==> config.mk <==
export PLATFORM = sky130hd
export DESIGN_NAME = pdbist_ctrl
export DESIGN_NICKNAME = d
export VERILOG_FILES = /design/src/pdbist_pkg.sv /design/src/pdbist_prbs.sv /design/src/pdbist_err_count.sv /design/src/pdbist_ctrl.sv
export SDC_FILE = /design/constraint.sdc
export NUM_CORES = 1
export LEC_CHECK = 0
export BUFFER_PORTS_ARGS = -buffer_cell sky130_fd_sc_hd__buf_2
export CAP_MARGIN = 10
export CORE_UTILIZATION = 60
export CTS_CLUSTER_SIZE = 28
export DETAILED_ROUTE_END_ITERATION = 7
export PLACE_DENSITY = 0.81
export SLEW_MARGIN = 20
export SYNTH_ARGS = -nofsm -noshare
export SYNTH_HDL_FRONTEND = slang
export SYNTH_HIERARCHICAL = 1
export SYNTH_SLANG_ARGS = --single-unit
==> constraint.sdc <==
create_clock -name i_clk -period 6.85 [get_ports i_clk]
set_input_delay 0.3425 -clock i_clk [delete_from_list [all_inputs] [get_ports i_clk]]
set_output_delay 0.3425 -clock i_clk [all_outputs]
set_load 0.005 [all_outputs]
==> src/pdbist_pkg.sv <==
// constants, register map and types for the pd mac self-test control block
package pdbist_pkg;
   // register byte addresses
   localparam logic [15:0] PDBIST_CTRL_A_ADDR = 16'h1AC0;
   localparam logic [15:0] PDBIST_CTRL_B_ADDR = 16'h1AC1;
   localparam logic [15:0] PDBIST_ERR_HI_ADDR = 16'h1AC2;
   localparam logic [15:0] PDBIST_ERR_LO_ADDR = 16'h1AC3;
   localparam logic [15:0] PDBIST_RX_STAT_ADDR = 16'h1AC7;
   // self_test_control_a fields
   localparam int PDBIST_RX_EN_BIT = 4;
   localparam int PDBIST_EN_BIT = 3;
   localparam int PDBIST_MODE_MSB = 2;
   localparam logic [2:0] PDBIST_MODE_RESET = 3'h0;
   localparam logic [2:0] PDBIST_MODE_CARRIER2 = 3'h2;
   // self_test_control_b fields
   localparam int PDBIST_CLR_BIT = 2;
   localparam int PDBIST_TXRST_BIT = 1;
   localparam int PDBIST_START_BIT = 0;
   // receive status fields
   localparam int PDBIST_RX_DONE_BIT = 0;
   localparam int PDBIST_RX_ERR_BIT = 1;
   // reset values
   localparam logic [7:0] PDBIST_BYTE_RESET = 8'h00;
   localparam logic [15:0] PDBIST_COUNT_RESET = 16'h0000;
   // bit timing: core clock and nominal line rate
   localparam int PDBIST_CLK_MHZ = 200;
   localparam int PDBIST_BIT_RATE_KBPS = 300;
   localparam int PDBIST_BIT_CYCLES = (PDBIST_CLK_MHZ * 1000) / PDBIST_BIT_RATE_KBPS;
   localparam int PDBIST_BIT_CNT_W = 10;
   localparam logic [PDBIST_BIT_CNT_W-1:0] PDBIST_BIT_LAST =
      PDBIST_BIT_CNT_W'(PDBIST_BIT_CYCLES - 1);
   // prbs test frame: bit counter width and last bit index, 1024 bits per frame
   localparam int PDBIST_FRAME_W = 11;
   localparam logic [PDBIST_FRAME_W-1:0] PDBIST_FRAME_LAST = 11'h3FF;
   // prbs generator shape
   localparam int PDBIST_PRBS_W = 15;
   localparam logic [PDBIST_PRBS_W-1:0] PDBIST_PRBS_SEED = 15'h7FFF;
   localparam int PDBIST_ERR_W = 16;
   localparam logic [PDBIST_ERR_W-1:0] PDBIST_ERR_MAX = 16'hFFFF;
   // test transmitter states
   typedef enum logic [1:0] {
      PDBIST_TX_IDLE = 2'b00,
      PDBIST_TX_CARRIER = 2'b01,
      PDBIST_TX_FRAME = 2'b10
   } pdbist_tx_state_t;
endpackage : pdbist_pkg

==> src/pdbist_prbs.sv <==
// prbs generator, used both for sending and for checking test frames
`timescale 1ns/1ps
module pdbist_prbs
   import pdbist_pkg::*;
(
   input wire logic i_clk, // core clock
   input wire logic i_sys_rst, // async reset, active high
   input wire logic i_load, // reload the seed
   input wire logic i_step, // advance one bit
   output logic o_bit // current sequence bit
);
   logic [PDBIST_PRBS_W-1:0] lfsr;

   // load wins over step so a reset and a bit never mix
   always_ff @(posedge i_clk or posedge i_sys_rst) begin
      if (i_sys_rst) begin
         lfsr <= PDBIST_PRBS_SEED;
      end else if (i_load) begin
         lfsr <= PDBIST_PRBS_SEED;
      end else if (i_step) begin
         lfsr <= {lfsr[PDBIST_PRBS_W-2:0], lfsr[14] ^ lfsr[13]};
      end
   end

   assign o_bit = lfsr[PDBIST_PRBS_W-1];
endmodule : pdbist_prbs

==> src/pdbist_err_count.sv <==
// saturating sixteen bit test error counter
`timescale 1ns/1ps
module pdbist_err_count
   import pdbist_pkg::*;
(
   input wire logic i_clk, // core clock
   input wire logic i_sys_rst, // async reset, active high
   input wire logic i_clear, // zero the count
   input wire logic i_inc, // one error seen
   output logic [PDBIST_ERR_W-1:0] o_count // current count
);
   // clear wins: a clear is a command, a stray error in the same cycle is lost
   always_ff @(posedge i_clk or posedge i_sys_rst) begin
      if (i_sys_rst) begin
         o_count <= PDBIST_COUNT_RESET;
      end else if (i_clear) begin
         o_count <= PDBIST_COUNT_RESET;
      end else if (i_inc && (o_count != PDBIST_ERR_MAX)) begin
         o_count <= o_count + 16'h0001; // saturate rather than wrap
      end
   end
endmodule : pdbist_err_count

==> src/pdbist_ctrl.sv <==
// self-test control for the pd mac: registers, test transmitter, receive checker
//
// Functional notes
// [RULE_01] Software clears then sets receive enable for every new test receive request.
// [RULE_02] In loopback, software starts every test packet itself.
// [RULE_03] Self-test enable plus loopback keeps received data out of the functional path.
// [RULE_04] With loopback in self-test mode, hard reset signalling is not detected.
// [RULE_05] Self-test enable powers the biphase-mark transmitter; clearing removes that power.
// [RULE_06] Software holds self-test enable at least 5us before starting a frame.
// [RULE_07] Three-bit pattern mode resets to zero; only 010b carrier mode is supported.
// [RULE_08] Software never programs a reserved pattern mode value.
// [RULE_09] Writing one to control b bit 2 zeroes the whole error counter.
// [RULE_10] Writing one to control b bit 1 resets transmit logic and its prbs.
// [RULE_11] Software pulses transmit reset once before first start, not again mid-test.
// [RULE_12] Transmit reset is a pulse, never stored, always reads zero.
// [RULE_13] Starting a frame never reloads the prbs; the sequence runs on.
// [RULE_14] Transmit reset stops continuous sending; idle within one bit time.
// [RULE_15] Software waits one bit time after transmit reset before clearing enable.
// [RULE_16] Reset and start in one write: reset acts, start is dropped.
// [RULE_17] Writing one to control b bit 0 starts a test frame.
// [RULE_18] Reading control b bit 0 returns transmission busy, not the written value.
// [RULE_19] Carrier mode sends until transmit reset; otherwise one prbs frame.
// [RULE_20] No following frame is sent by itself; software restarts each one.
// [RULE_21] Test receive with auto response on sends the error count message.
// [RULE_22] The high count register shows counter bits 15 to 8, reset zero.
// [RULE_23] Setting receive enable bit 4 enables receiver, reloads checker, clears count.
// [RULE_24] The low count register shows counter bits 7 to 0.
// [RULE_25] A received frame sets a write-one-clear done flag and error flag bit 1.
// [RULE_26] Each received bit unlike the expected prbs bit adds one error.
`timescale 1ns/1ps
module pdbist_ctrl
   import pdbist_pkg::*;
(
   input wire logic i_clk, // core clock, 200 MHz
   input wire logic i_sys_rst, // async reset, active high
   input wire logic [15:0] i_addr, // register byte address
   input wire logic [7:0] i_wdata, // register write data
   input wire logic i_wr, // write strobe
   input wire logic i_rd, // read strobe
   output logic [7:0] o_rdata, // read data, cycle after i_rd
   input wire logic i_loopback_enable, // receive loopback enable
   input wire logic i_automatic_response_enable, // auto response mode
   input wire logic i_rx_bit, // decoded receive bit
   input wire logic i_rx_bit_valid, // one pulse per decoded bit
   input wire logic i_rx_frame_end, // end of received test frame
   input wire logic i_rx_data_valid, // receive data toward functional path
   input wire logic i_hard_reset_seen, // hard reset signalling decoded
   output logic o_functional_rx_valid, // receive data passed to functional path
   output logic o_hard_reset_detected, // hard reset reported onward
   output logic o_tx_power_up, // biphase-mark transmitter test power
   output logic o_tx_active, // test transmitter sending
   output logic o_tx_bit, // test bit to the encoder
   output logic o_tx_bit_strobe, // pulse: new test bit on o_tx_bit
   output logic o_send_error_count_msg // pulse: send error count message
);
   // register state
   logic test_receive_enable;
   logic self_test_enable;
   logic [2:0] test_pattern_mode;
   logic test_frame_received_flag;
   logic test_frame_error_flag;
   logic frame_had_error;

   // decoded accesses
   logic wr_ctrl_a;
   logic wr_ctrl_b;
   logic wr_rx_stat;
   logic tx_reset_pulse;
   logic tx_start_pulse;
   logic clear_count_pulse;
   logic rx_enable_rise;
   logic rx_bit_take;
   logic rx_mismatch;
   logic rx_frame_done;

   // transmitter state
   pdbist_tx_state_t tx_state;
   pdbist_tx_state_t next_tx_state;
   logic [PDBIST_BIT_CNT_W-1:0] bit_timer;
   logic [PDBIST_FRAME_W-1:0] frame_bits;
   logic bit_end;
   logic tx_prbs_bit;
   logic tx_prbs_step;
   logic chk_prbs_bit;
   logic [PDBIST_ERR_W-1:0] test_error_count;
   logic [7:0] next_rdata;

   // write decode; every strobe is a single cycle
   assign wr_ctrl_a = i_wr && (i_addr == PDBIST_CTRL_A_ADDR);
   assign wr_ctrl_b = i_wr && (i_addr == PDBIST_CTRL_B_ADDR);
   assign wr_rx_stat = i_wr && (i_addr == PDBIST_RX_STAT_ADDR);

   // control b bits act as pulses and are never held
   assign tx_reset_pulse = wr_ctrl_b && i_wdata[PDBIST_TXRST_BIT]; // RULE_10 RULE_12
   assign clear_count_pulse = wr_ctrl_b && i_wdata[PDBIST_CLR_BIT]; // RULE_09
   // a start written beside a reset is simply dropped
   assign tx_start_pulse = wr_ctrl_b && i_wdata[PDBIST_START_BIT]
      && !i_wdata[PDBIST_TXRST_BIT]; // RULE_16 RULE_17

   // only a 0 to 1 change of the enable rearms the receiver
   assign rx_enable_rise = wr_ctrl_a && i_wdata[PDBIST_RX_EN_BIT]
      && !test_receive_enable; // RULE_23 RULE_01

   // self_test_control_a storage
   always_ff @(posedge i_clk or posedge i_sys_rst) begin
      if (i_sys_rst) begin
         test_receive_enable <= 1'b0;
         self_test_enable <= 1'b0;
         test_pattern_mode <= PDBIST_MODE_RESET; // RULE_07
      end else if (wr_ctrl_a) begin
         test_receive_enable <= i_wdata[PDBIST_RX_EN_BIT];
         self_test_enable <= i_wdata[PDBIST_EN_BIT];
         test_pattern_mode <= i_wdata[PDBIST_MODE_MSB:0];
      end
   end

   // transmitter power follows the enable bit directly
   assign o_tx_power_up = self_test_enable; // RULE_05

   // loopback under self-test fences off the functional receive path
   assign o_functional_rx_valid = i_rx_data_valid
      && !(self_test_enable && i_loopback_enable); // RULE_03
   // the same fence hides hard reset signalling from the mac
   assign o_hard_reset_detected = i_hard_reset_seen
      && !(self_test_enable && i_loopback_enable); // RULE_04

   // bit timer: one tick per nominal bit period while sending
   assign bit_end = (bit_timer == PDBIST_BIT_LAST);

   always_ff @(posedge i_clk or posedge i_sys_rst) begin
      if (i_sys_rst) begin
         bit_timer <= '0;
      end else if (tx_reset_pulse || (tx_state == PDBIST_TX_IDLE)) begin
         bit_timer <= '0;
      end else if (bit_end) begin
         bit_timer <= '0;
      end else begin
         bit_timer <= bit_timer + 10'h001;
      end
   end

   // transmitter next state; reset has priority over everything else
   always_comb begin
      next_tx_state = tx_state;
      case (tx_state)
         PDBIST_TX_IDLE: begin
            // the carrier pattern runs free, any other mode sends one frame
            if (tx_start_pulse && self_test_enable) begin
               if (test_pattern_mode == PDBIST_MODE_CARRIER2) begin
                  next_tx_state = PDBIST_TX_CARRIER; // RULE_19
               end else begin
                  next_tx_state = PDBIST_TX_FRAME; // RULE_19
               end
            end
         end
         PDBIST_TX_CARRIER: begin
            next_tx_state = PDBIST_TX_CARRIER;
         end
         PDBIST_TX_FRAME: begin
            // one frame only; a new start is needed for the next
            if (bit_end && (frame_bits == PDBIST_FRAME_LAST)) begin
               next_tx_state = PDBIST_TX_IDLE;
            end
         end
         default: begin
            next_tx_state = PDBIST_TX_IDLE;
         end
      endcase
      if (tx_reset_pulse) begin
         next_tx_state = PDBIST_TX_IDLE; // RULE_14 RULE_16
      end
   end

   always_ff @(posedge i_clk or posedge i_sys_rst) begin
      if (i_sys_rst) begin
         tx_state <= PDBIST_TX_IDLE;
      end else begin
         tx_state <= next_tx_state;
      end
   end

   // busy flag seen by software and the encoder
   assign o_tx_active = (tx_state != PDBIST_TX_IDLE); // RULE_18

   // frame bit counter; cleared by reset and by each fresh start
   // a start while busy is ignored, so it must not stretch the frame
   always_ff @(posedge i_clk or posedge i_sys_rst) begin
      if (i_sys_rst) begin
         frame_bits <= '0;
      end else if (tx_reset_pulse || (tx_start_pulse && !o_tx_active)) begin
         frame_bits <= '0;
      end else if ((tx_state == PDBIST_TX_FRAME) && bit_end) begin
         frame_bits <= frame_bits + 11'h001;
      end
   end

   // steps as each frame bit loads, not at the closing edge,
   // so frames chain without losing a value
   assign tx_prbs_step = ((tx_state == PDBIST_TX_IDLE) && tx_start_pulse
      && self_test_enable && (test_pattern_mode != PDBIST_MODE_CARRIER2))
      || ((tx_state == PDBIST_TX_FRAME) && bit_end
      && (frame_bits != PDBIST_FRAME_LAST)); // RULE_13

   // only transmit reset reloads the generator, so frames chain the sequence
   pdbist_prbs u_tx_prbs (
      .i_clk(i_clk),
      .i_sys_rst(i_sys_rst),
      .i_load(tx_reset_pulse), // RULE_10 RULE_13
      .i_step(tx_prbs_step),
      .o_bit(tx_prbs_bit)
   );

   // test bit output: carrier toggles each bit, frame takes the prbs
   // value as it stands before the generator steps
   always_ff @(posedge i_clk or posedge i_sys_rst) begin
      if (i_sys_rst) begin
         o_tx_bit <= 1'b0;
      end else if (tx_reset_pulse) begin
         o_tx_bit <= 1'b0;
      end else if ((tx_state == PDBIST_TX_IDLE) && tx_start_pulse) begin
         o_tx_bit <= (test_pattern_mode == PDBIST_MODE_CARRIER2) ? 1'b0 : tx_prbs_bit;
      end else if ((tx_state == PDBIST_TX_CARRIER) && bit_end) begin
         o_tx_bit <= !o_tx_bit; // alternating ones and zeros
      end else if (tx_prbs_step) begin
         o_tx_bit <= tx_prbs_bit;
      end
   end

   // strobe marks the first bit and each later bit boundary
   always_ff @(posedge i_clk or posedge i_sys_rst) begin
      if (i_sys_rst) begin
         o_tx_bit_strobe <= 1'b0;
      end else begin
         o_tx_bit_strobe <= (next_tx_state != PDBIST_TX_IDLE)
            && (((tx_state == PDBIST_TX_IDLE) && tx_start_pulse) || (o_tx_active && bit_end));
      end
   end

   // receive checker: compare each received bit with the local sequence
   assign rx_bit_take = test_receive_enable && i_rx_bit_valid && !rx_enable_rise;
   assign rx_mismatch = rx_bit_take && (i_rx_bit != chk_prbs_bit); // RULE_26
   assign rx_frame_done = test_receive_enable && i_rx_frame_end && !rx_enable_rise;

   pdbist_prbs u_chk_prbs (
      .i_clk(i_clk),
      .i_sys_rst(i_sys_rst),
      .i_load(rx_enable_rise), // RULE_23
      .i_step(rx_bit_take),
      .o_bit(chk_prbs_bit)
   );

   // the counter is cleared by software or by rearming the receiver
   pdbist_err_count u_err_count (
      .i_clk(i_clk),
      .i_sys_rst(i_sys_rst),
      .i_clear(clear_count_pulse || rx_enable_rise), // RULE_09 RULE_23
      .i_inc(rx_mismatch), // RULE_26
      .o_count(test_error_count)
   );

   // per-frame error memory, restarted at every frame end
   always_ff @(posedge i_clk or posedge i_sys_rst) begin
      if (i_sys_rst) begin
         frame_had_error <= 1'b0;
      end else if (rx_enable_rise || rx_frame_done) begin
         frame_had_error <= 1'b0;
      end else if (rx_mismatch) begin
         frame_had_error <= 1'b1;
      end
   end

   // done flag: hardware set beats a software clear in the same cycle
   always_ff @(posedge i_clk or posedge i_sys_rst) begin
      if (i_sys_rst) begin
         test_frame_received_flag <= 1'b0;
      end else if (rx_frame_done) begin
         test_frame_received_flag <= 1'b1; // RULE_25
      end else if (wr_rx_stat && i_wdata[PDBIST_RX_DONE_BIT]) begin
         test_frame_received_flag <= 1'b0; // RULE_25
      end
   end

   // error flag is only meaningful while the done flag is set
   always_ff @(posedge i_clk or posedge i_sys_rst) begin
      if (i_sys_rst) begin
         test_frame_error_flag <= 1'b0;
      end else if (rx_enable_rise) begin
         test_frame_error_flag <= 1'b0;
      end else if (rx_frame_done) begin
         test_frame_error_flag <= frame_had_error || rx_mismatch; // RULE_25
      end
   end

   // automatic error count report after each test frame
   always_ff @(posedge i_clk or posedge i_sys_rst) begin
      if (i_sys_rst) begin
         o_send_error_count_msg <= 1'b0;
      end else begin
         o_send_error_count_msg <= rx_frame_done && i_automatic_response_enable; // RULE_21
      end
   end

   // read mux; unmapped addresses and write-only bits read zero
   always_comb begin
      next_rdata = PDBIST_BYTE_RESET;
      case (i_addr)
         PDBIST_CTRL_A_ADDR: begin
            next_rdata[PDBIST_RX_EN_BIT] = test_receive_enable;
            next_rdata[PDBIST_EN_BIT] = self_test_enable;
            next_rdata[PDBIST_MODE_MSB:0] = test_pattern_mode;
         end
         PDBIST_CTRL_B_ADDR: begin
            next_rdata[PDBIST_START_BIT] = o_tx_active; // RULE_18 RULE_12
         end
         PDBIST_ERR_HI_ADDR: begin
            next_rdata = test_error_count[15:8]; // RULE_22
         end
         PDBIST_ERR_LO_ADDR: begin
            next_rdata = test_error_count[7:0]; // RULE_24
         end
         PDBIST_RX_STAT_ADDR: begin
            next_rdata[PDBIST_RX_DONE_BIT] = test_frame_received_flag;
            next_rdata[PDBIST_RX_ERR_BIT] = test_frame_error_flag;
         end
         default: begin
            next_rdata = PDBIST_BYTE_RESET;
         end
      endcase
   end

   // read data stand one cycle after the strobe, zero otherwise
   always_ff @(posedge i_clk or posedge i_sys_rst) begin
      if (i_sys_rst) begin
         o_rdata <= PDBIST_BYTE_RESET;
      end else if (i_rd) begin
         o_rdata <= next_rdata;
      end else begin
         o_rdata <= PDBIST_BYTE_RESET;
      end
   end
endmodule : pdbist_ctrl

==> flow_summary.toml, run 1 <==
[clock_network]
clk_path_buf_depth = 2
ctsHoldBuffers = 0
ctsHtreeMaxLevel = 3
clk-insertion-delay-late_ns = 0.35
cts.sinks = 88
cts-resized-gates = 0
postCtsSetupBuffers = 0
clk_pin_slew_ns = 0.09
cts_buffers = 9
cts_root_buf = "clkbuf_8"
cts_tree = "done"

[final_layout]
layout-drive-gt1-share_pct = 25.15
diodes = 0
area_growth_pct = 8.879
num-nets-final = 523
fin_cells = 588

[timing]
fin_crit_ns = 3.001
slew_viol_final = 0
hold_violations = 0
period_share_pct = 43.81
fin_skew_ns = 0.008060
fmax_mhz = 333.2
rsz0062_at_grt = "no"
setup_ws_ns = 3.849
setup_viol = 0
slew_headroom_pct = 43.76
max_slew.worst_pin.slew_ns = 0.8437
tns_ns = 0

[global_route]
grt_max_degree = 28
grt_first_pass_wirelength_um = 15390
track_usage_pct = 23.29
grt_pass1_vias = 3341
antenna_found_initial = 0
grt-ovfl-total = 0

[setup_path]
cp-end-kind = "flop"
startpoint_type = "flop"
arrival_ns = 3.27
slowest_stage = "and2_1"
worstPathMaxFanout = 17
cpMostUsedCell = "and2_1"
cpPeakStageDelay_ns = 0.72
r2r_cells = 6
path_cells = "and2_1 > and2_1 > nand3_1 > or4_4 > or4_1 > a21oi_1"
critical_path_class = "flop to flop"
critPathRequiredTime_ns = 7.12

[drt]
drt-met1-wl_um = 4009
final_antenna_net_count = 0
dr.pass1.iters = 4
vias = 3423
highest_layer = "met4"
vias_per_cell = 5.821
avgRoutedWirePerCell_um = 14.88
met3_length_um = 391
routed_wl_um = 8751
drc = 0
wl_met2_um = 4200
drt_iter0_drc = 215

[place]
gp_congestion = 0.8566
dp_slack_ns = 3.877
dpl.cell_count = 572
portBuffers = 46
dp.final_hpwl_um = 6335

[synthesis]
syn_area_sq_um = 4678
synth_top_cell_area_share_pct = 31.02
synth_seq_area_share_pct = 47.87
synth_nets = 484
ys_ff_latch = 88
netlist_instances = 445
yosysWarnings = 6
synth.most_common_cell = "dfrtp_1"
ys_types = 68
ys_top_cells_by_area = "dfrtp_1 31%, dfstp_2 17%, mux2i_1 7.5%"
synth_top_area_cell = "dfrtp_1"
synth_edf_count = 0
yosys-top-cells-count = "58 x dfrtp_1, 49 x nand2_1, 35 x mux2i_1"
avgSynthCellArea_sq_um = 10.51
synth_flop_cell = "dfrtp_1"
synth_async_sr_flop_share_pct = 100.0

[floorplanning]
rows = 31
io_pins = 50
die-height_um = 90.30
core_area_sq_um = 7408
die-area_sq_um = 8154
initial_core_util_pct = 63.15
die_w_um = 90.30

[power_and_ir_drop]
pwr-share-comb_pct = 12.9
swShare_pct = 25.69
p_seq_share_pct = 54.9
p_int_mw = 0.9029
ir_drop_mv = 0.1970
clock_power_share_pct = 32.2
powerDensity_nw_per_um2 = 238.5
switchingPower_mw = 0.3121
leakagePower_nw = 2.249

[outcome]
status = "finished clean"

[job]
cap_violations = 0

[worst_hold_path]
hp-class = "input port to async pin"
## final cells by class
cell class              count  area [sq um]
clock buffers              11         141.4
multi-input cells         322          2212
repair buffers             47         237.7
clock inverters             5         78.83
fillers                   558          2315
flip-flops and latches     88          2240
well taps                  99         123.9
inverters                  16         60.06
## path summary, 6_finish.rpt
| path | from | to | slack (ns) |
|---|---|---|---|
| worst min register to register | test_frame_received_flag$_DFFE_PP0P_ | test_frame_received_flag$_DFFE_PP0P_ | 0.52 |
| min in group i_clk | i_wdata[3] | o_tx_power_up$_DFFE_PP0P_ | 0.24 |
| worst max-delay path | test_receive_enable$_DFFE_PP0P_ | u_err_count/o_count[13]$_DFFE_PP0P_ | 3.85 |
| worst max register to register | test_receive_enable$_DFFE_PP0P_ | u_err_count/o_count[13]$_DFFE_PP0P_ | 3.85 |
| worst min-delay path | i_sys_rst | o_tx_bit$_DFFE_PP0P_ | 0.10 |
| max in group asynchronous | i_sys_rst | test_receive_enable$_DFFE_PP0P_ | 5.97 |
## logic make-up (layout without fill, tap and decap cells)
family / after synthesis / after routing / share of synthesized area [%]
AOI/OAI and AO/OA: 58 / 58 / 8.104
xor gates and xnor gates: 19 / 19 / 3.557
adders and majority gates: 4 / 4 / 1.070
buffers and inverters: 35 / 79 / 4.841
DFF: 88 / 88 / 47.87
muxes: 42 / 42 / 9.414
and+or+nand+nor: 199 / 199 / 25.14
## stage by stage
step | total power [mW] | hold WS, ns | util, % | area [sq um]
floorplan | 0.7856 | 0.2562 | - | 4678
global placement | 0.8247 | 0.4987 | 65.78 | 4873
detailed placement | 0.8334 | 0.5004 | 65.78 | 4873
CTS | 1.227 | 0.1151 | 68.76 | 5094
global route | 1.284 | 0.1629 | 68.76 | 5094
finish | 1.215 | 0.1008 | 68.76 | 5094
## routing by layer
layer  vias up  track usage (%)
li1       1673                -
met1      1650            31.42
met2        87            37.91
met3        13            3.535
met4         0            9.409
met5         -                0
## power groups by stage
stage	clock (mW)	combinational [mW]	sequential (mW)
floorplan	0	0.126	0.660
global placement	0	0.150	0.675
detailed placement	0	0.157	0.677
CTS	0.402	0.158	0.667
global route	0.426	0.181	0.677
finish	0.391	0.156	0.667
## worst max-delay path, delay by kind of cell (launching register included)
kind            cells  cell delay (ns)
simple gates        5             2.31
flops               1             0.47
compound gates      1             0.15
## placed cells by master (no fill, tap or decap), drive strengths merged, types with 2 or more instances in the layout
master and instances:
a211oi 4, a21boi 3, a21oi 19, a22oi 3, a31oi 6, and2 4, and3 7, and4 3
and4b 4, buf 47, bufinv 2, clkbuf 11, dfrtp 58, dfstp 30, ha 4, inv 17
mux2 6, mux2i 35, nand2 49, nand2b 5, nand3 19, nand4 8, nor2 37, nor2b 10
nor3 15, nor3b 2, nor4 7, nor4b 4, o21ai 9, o31ai 7, o41ai 2, or2 2
or3 10, or4 9, xnor2 15, xor2 4
## registers in the layout, indices dropped and copies added, names as in the netlist
name	cells
u_tx_prbs/lfsr	15
test_pattern_mode	3
o_send_error_count_msg	1
frame_had_error	1
bit_timer	10
tx_state	2
test_receive_enable	1
test_frame_received_flag	1
o_tx_bit_strobe	1
o_tx_power_up	1
frame_bits	11
u_err_count/o_count	16
o_rdata	8
test_frame_error_flag	1
u_chk_prbs/lfsr	15
o_tx_bit	1
Note: power is estimated with default switching activity, not from simulation.
==> inputs of run 2 (changes only) <==
- ABC_AREA: default -> 1
- clock period: 6.85 -> 3.12 ns (I/O delays scaled with it)
==> flow_summary.toml, run 2 <==
[outcome]
status = "finished clean"

[final_layout]
final_common_cell = "nand2_1"
largest_reg_flops = 16
largest-register = "u_err_count/o_count"
num-nets-final = 729
area_growth_pct = 8.323
largestRegisters = "u_err_count/o_count (16), u_chk_prbs/lfsr (15), u_tx_prbs/lfsr (15)"
final_cell_mix = "182 x nand2_1, 72 x inv_1, 62 x nand3_1, 58 x dfrtp_1, 56 x nor2_1"
layout-drive-gt1-share_pct = 21.15
diodes = 0

[place]
dp.final_hpwl_um = 7925
gp_congestion = 0.9104
portBuffers = 46

[synthesis]
synth_nets = 686
ys_types = 41
netlist_instances = 647
ys_ff_latch = 88
synth_top_area_cell = "dfrtp_1"
synth_seq_area_share_pct = 43.95
avgSynthCellArea_sq_um = 7.877
synth_flop_cell = "dfrtp_1"
syn_area_sq_um = 5096
yosys-top-cells-count = "182 x nand2_1, 72 x inv_1, 62 x nand3_1"
synth_edf_count = 0
synth_top_cell_area_share_pct = 28.48
synth_async_sr_flop_share_pct = 100.0
ys_top_cells_by_area = "dfrtp_1 28%, dfstp_2 15%, nand2_1 13%"
synth.most_common_cell = "nand2_1"
yosysWarnings = 6

[drt]
drc = 0
routed_wl_um = 11010
vias = 4426
dr.pass1.iters = 5
vias_per_cell = 5.533
final_antenna_net_count = 0
drt_iter0_drc = 192
avgRoutedWirePerCell_um = 13.76

[timing]
whs_ns = 0.02055
rsz0062_at_grt = "no"
fin_skew_ns = 0.01151
slew_viol_final = 0
hold_violations = 0
fmax_mhz = 419.7
period_share_pct = 76.37
fin_crit_ns = 2.383
slew_headroom_pct = 42.29
max_slew.worst_pin.slew_ns = 0.8577
tns_ns = 0
setup_viol = 0

[clock_network]
clk_path_buf_depth = 2
cts_root_buf = "clkbuf_8"
cts.sinks = 88
cts_tree = "done"
clk_pin_slew_ns = 0.09
clk-insertion-delay-late_ns = 0.35
ctsHtreeMaxLevel = 3
postCtsSetupBuffers = 0
cts_buffers = 9

[setup_path]
startpoint_type = "flop"
worstPathMaxFanout = 16
slowest_stage = "a22o_1"
critPathRequiredTime_ns = 3.40
critPathTopFamily = "compound AO/OA/AOI/OAI gates"
path_cells = "ha_1 > nand2_1 > nor2_2 > nand3_1 > nor2_1 > a22o_1 > inv_8 > a21oi_1 > nand2_1"
path_buf_inv = 1
arrival_ns = 2.67
cpPeakStageDelay_ns = 0.67
cp-end-kind = "flop"
cpMostUsedCell = "nand2_1"
critical_path_class = "flop to flop"

[global_route]
grt_pass1_vias = 4166
grt_max_degree = 39
grt_first_pass_wirelength_um = 18820
antenna_found_initial = 0
track_usage_pct = 27.32
grt-ovfl-total = 0

[job]
cap_violations = 0

[power_and_ir_drop]
leakagePower_nw = 2.775
powerDensity_nw_per_um2 = 429.6
ir_drop_mv = 0.2299

[floorplanning]
die-area_sq_um = 8866
core_area_sq_um = 8217
io_pins = 50
die-height_um = 94.16
rows = 33
initial_core_util_pct = 62.02
die_w_um = 94.16

[worst_hold_path]
hp-class = "input port to flop"
==> run 2: changes by cell type after synthesis, sizes merged, moves of 7 or more <==
| cell | delta |
|---|---|
| or3 | -10 |
| nand2 | +143 |
| nor2 | +43 |
| o31ai | -7 |
| nor2b | -10 |
| mux2i | -35 |
| xnor2 | -10 |
| nand4 | +19 |
| inv | +65 |
| or4 | -9 |
| o21ai | +9 |
| nand3 | +51 |
==> run 2: worst paths after layout <==
path,startpoint,endpoint,slack [ns],cells past startpoint
max,bit_timer[0]$_DFF_PP0_,u_tx_prbs/lfsr[0]$_DFFE_PP1P_,0.74,9
min,i_automatic_response_enable,o_send_error_count_msg$_DFF_PP0_,0.02,3
max reg2reg,bit_timer[0]$_DFF_PP0_,u_tx_prbs/lfsr[0]$_DFFE_PP1P_,0.74,9
min reg2reg,u_chk_prbs/lfsr[5]$_DFFE_PP1P_,u_chk_prbs/lfsr[6]$_DFFE_PP1P_,0.48,2
max in group asynchronous,i_sys_rst,o_rdata[3]$_DFF_PP0_,2.11,4
min in group asynchronous,i_sys_rst,test_receive_enable$_DFFE_PP0P_,0.28,3
==> run 2: repair_timing <==
action,in CTS,in global routing
hold buffers,1,0
endpoints found under the hold margin,20,0
resized for setup,0,0
==> run 2: tightest hold or removal path: stages <==
cell,delay (ns)
buf_2,0.10
inv_1,0.05
nor2_1,0.04
==> run 2: per-stage QoR <==
step	util [%]	setup WS, ns	instance area (sq um)	power (mW)	instances
2_1_floorplan	-	1.381	5096	1.477	647
3_3_place_gp	64.44	0.8792	5295	1.534	783
3_5_place_dp	64.44	0.8407	5295	1.547	783
4_1_cts	67.18	0.7794	5520	2.392	800
5_1_grt	67.18	0.5301	5520	2.485	800
6_report	67.18	0.7371	5520	2.372	800
==> run 2: routing by layer <==
layer,part of all wire [%],up-vias,global-route usage (%)
li1,-,2156,-
met1,43,2098,36.27
met2,49,151,44.87
met3,6.0,21,5.583
met4,1.9,0,8.333
met5,0,-,0
==> run 2: final cells by class <==
class / count / area, sq um
fillers: 690 / 2696
clock buffers: 11 / 151.4
well taps: 105 / 131.4
multi-input cells: 460 / 2355
repair buffers: 48 / 247.7
flip-flops and latches: 88 / 2240
inverters: 83 / 331.6
clock inverters: 5 / 63.81
==> run 2: cell families after synthesis <==
| logic type | count (synthesis) | share of synthesized area [%] |
|---|---|---|
| AND/OR/NAND/NOR | 395 | 37.88 |
| AO/OA/AOI/OAI | 48 | 5.107 |
| adder cells (fa/ha/maj) | 4 | 0.9821 |
| buffers and inverters | 99 | 9.845 |
| XOR/XNOR | 13 | 2.234 |
| flip-flops | 88 | 43.95 |
==> run 2: report_power, final <==
| group | switching [mW] | leakage, nW | internal [mW] | total [mW] |
|---|---|---|---|---|
| logic | 0.150 | 1.62 | 0.0851 | 0.235 |
| clock network | 0.423 | 0.106 | 0.420 | 0.843 |
| registers | 0.0629 | 1.04 | 1.23 | 1.29 |
==> inputs of run 3 (changes only) <==
- CORE_UTILIZATION: 60 -> 54
- PLACE_DENSITY: 0.81 -> 0.77
- clock period: 3.12 -> 2 ns (I/O delays scaled with it)
==> flow_summary.toml, run 3 (synthesis gave the netlist of run 2 again) <==
[outcome]
status = "finished clean"

[clock_network]
clk_pin_slew_ns = 0.10
cts_buffers = 9
clk-insertion-delay-late_ns = 0.36
cts_root_buf = "clkbuf_8"
ctsHtreeMaxLevel = 3
cts.sinks = 88
cts_tree = "done"
clk_path_buf_depth = 2

[place]
dp.final_hpwl_um = 7992
gp_congestion = 0.9167
dp_slack_ns = 0.08005
portBuffers = 46
dpl_cell_area_sq_um = 5420
dpl.cell_count = 803

[final_layout]
num-nets-final = 747
final_cell_mix = "182 x nand2_1, 71 x inv_1, 61 x nand3_1, 58 x dfrtp_1, 55 x nor2_1"
final_util_pct = 61.66
area_growth_pct = 11.27
largest-register = "u_err_count/o_count"
fin_cells = 824
layout-drive-gt1-share_pct = 22.86
largest_reg_flops = 16
final_common_cell = "nand2_1"
nFillCells = 806
diodes = 0
largestRegisters = "u_err_count/o_count (16), u_chk_prbs/lfsr (15), u_tx_prbs/lfsr (15)"
final_cell_area_sq_um = 5670

[global_route]
grt_first_pass_wirelength_um = 18680
grt_max_degree = 18
grt_pass1_vias = 4191
antenna_found_initial = 0
track_usage_pct = 23.65
grt-ovfl-total = 0

[setup_path]
startpoint_type = "flop"
critPathTopFamily = "simple AND/OR/NAND/NOR gates"
cp-end-kind = "flop"
r2r_cells = 11
worstPathMaxFanout = 16
arrival_ns = 2.16
path_cells = "inv_1 > ha_1 > nand2_1 > nor2_2 > nand3_2 > nor2_2 > a22o_1 > buf_12 > inv_8 > a21oi_1 > nand2_1"
critPathRequiredTime_ns = 2.30
path_buf_inv = 3
critical_path_class = "flop to flop"
cpPeakStageDelay_ns = 0.41
path_depth = 11
slowest_stage = "dfrtp_1"

[floorplanning]
die-area_sq_um = 9830
rows = 35
die-height_um = 99.15
io_pins = 50
initial_core_util_pct = 55.41
die_w_um = 99.15
core_area_sq_um = 9196

[timing]
fmax_mhz = 537.7
setup_viol = 0
rsz0062_at_grt = "no"
max_slew.worst_pin.slew_ns = 0.6121
hold_violations = 0
fin_skew_ns = 0.01156
fin_crit_ns = 1.860
period_share_pct = 92.99
setup_ws_ns = 0.1403
slew_headroom_pct = 59.15
tns_ns = 0
slew_viol_final = 0

[drt]
vias_per_cell = 5.330
routed_wl_um = 10560
avgRoutedWirePerCell_um = 12.82
drc = 0
drt_iter0_drc = 199
final_antenna_net_count = 0
vias = 4392
dr.pass1.iters = 5

[power_and_ir_drop]
leakagePower_nw = 2.858
powerDensity_nw_per_um2 = 635.5
ir_drop_mv = 0.4343

[worst_hold_path]
hold_path_depth = 3
hp-class = "input port to flop"

[job]
cap_violations = 0
-- run 3: final timing paths --
| kind | startpoint | end | slack [ns] |
|---|---|---|---|
| hold / removal | i_wdata[4] | test_receive_enable$_DFFE_PP0P_ | 0.03 |
| setup / recovery | bit_timer[1]$_DFF_PP0_ | u_tx_prbs/lfsr[0]$_DFFE_PP1P_ | 0.14 |
| hold reg to reg | u_chk_prbs/lfsr[12]$_DFFE_PP1P_ | u_chk_prbs/lfsr[12]$_DFFE_PP1P_ | 0.49 |
| max in group asynchronous | i_sys_rst | frame_had_error$_DFFE_PP0P_ | 1.07 |
| setup reg to reg | bit_timer[1]$_DFF_PP0_ | u_tx_prbs/lfsr[0]$_DFFE_PP1P_ | 0.14 |
| min in group asynchronous | i_sys_rst | o_rdata[6]$_DFF_PP0_ | 0.32 |
-- run 3: per-stage QoR --
stage	total power [mW]	hold WS, ns
floorplan	2.304	0.01374
finish	3.604	0.02781
detailed placement	2.425	0.1659
global placement	2.404	0.1770
CTS	3.652	0.01879
global route	3.818	0.02030
-- run 3: layout make-up --
type | instances | area [sq um] | area share [%]
clock inverters | 6 | 55.05 | 0.9709
clock buffers | 10 | 137.6 | 2.427
well taps | 111 | 138.9 | 2.449
multi-input cells | 460 | 2362 | 41.66
repair buffers | 66 | 405.4 | 7.149
inverters | 83 | 331.6 | 5.847
flip-flops and latches | 88 | 2240 | 39.50
-- run 3: worst reg2reg max path, cell delays in order (launching register included) --
cell and delay [ns]:
dfrtp_1 0.41, inv_1 0.08, ha_1 0.16, nand2_1 0.07, nor2_2 0.15, nand3_2 0.14
nor2_2 0.14, a22o_1 0.22, buf_12 0.17, inv_8 0.06, a21oi_1 0.12, nand2_1 0.07
-- run 3: timing repair --
item,in CTS,in global routing
gates resized for setup,0,2
buffers inserted,0,0
hold buffers,5,0
endpoints found under the setup margin,0,15
endpoints found under the hold margin,33,0
-- run 3: where the power goes --
part / internal (mW) / switching (mW)
Combinational: 0.147 / 0.236
Sequential: 1.92 / 0.0972
Clock: 0.517 / 0.687
-- run 3: routing by layer --
metal  global-route usage (%)  up-vias  share of wire [%]
met5                        0        -                  0
met4                    5.656        0                1.1
met3                    4.779       12                5.2
met2                    42.50      113                 51
met1                    29.31     2068                 43
li1                         -     2199                  -
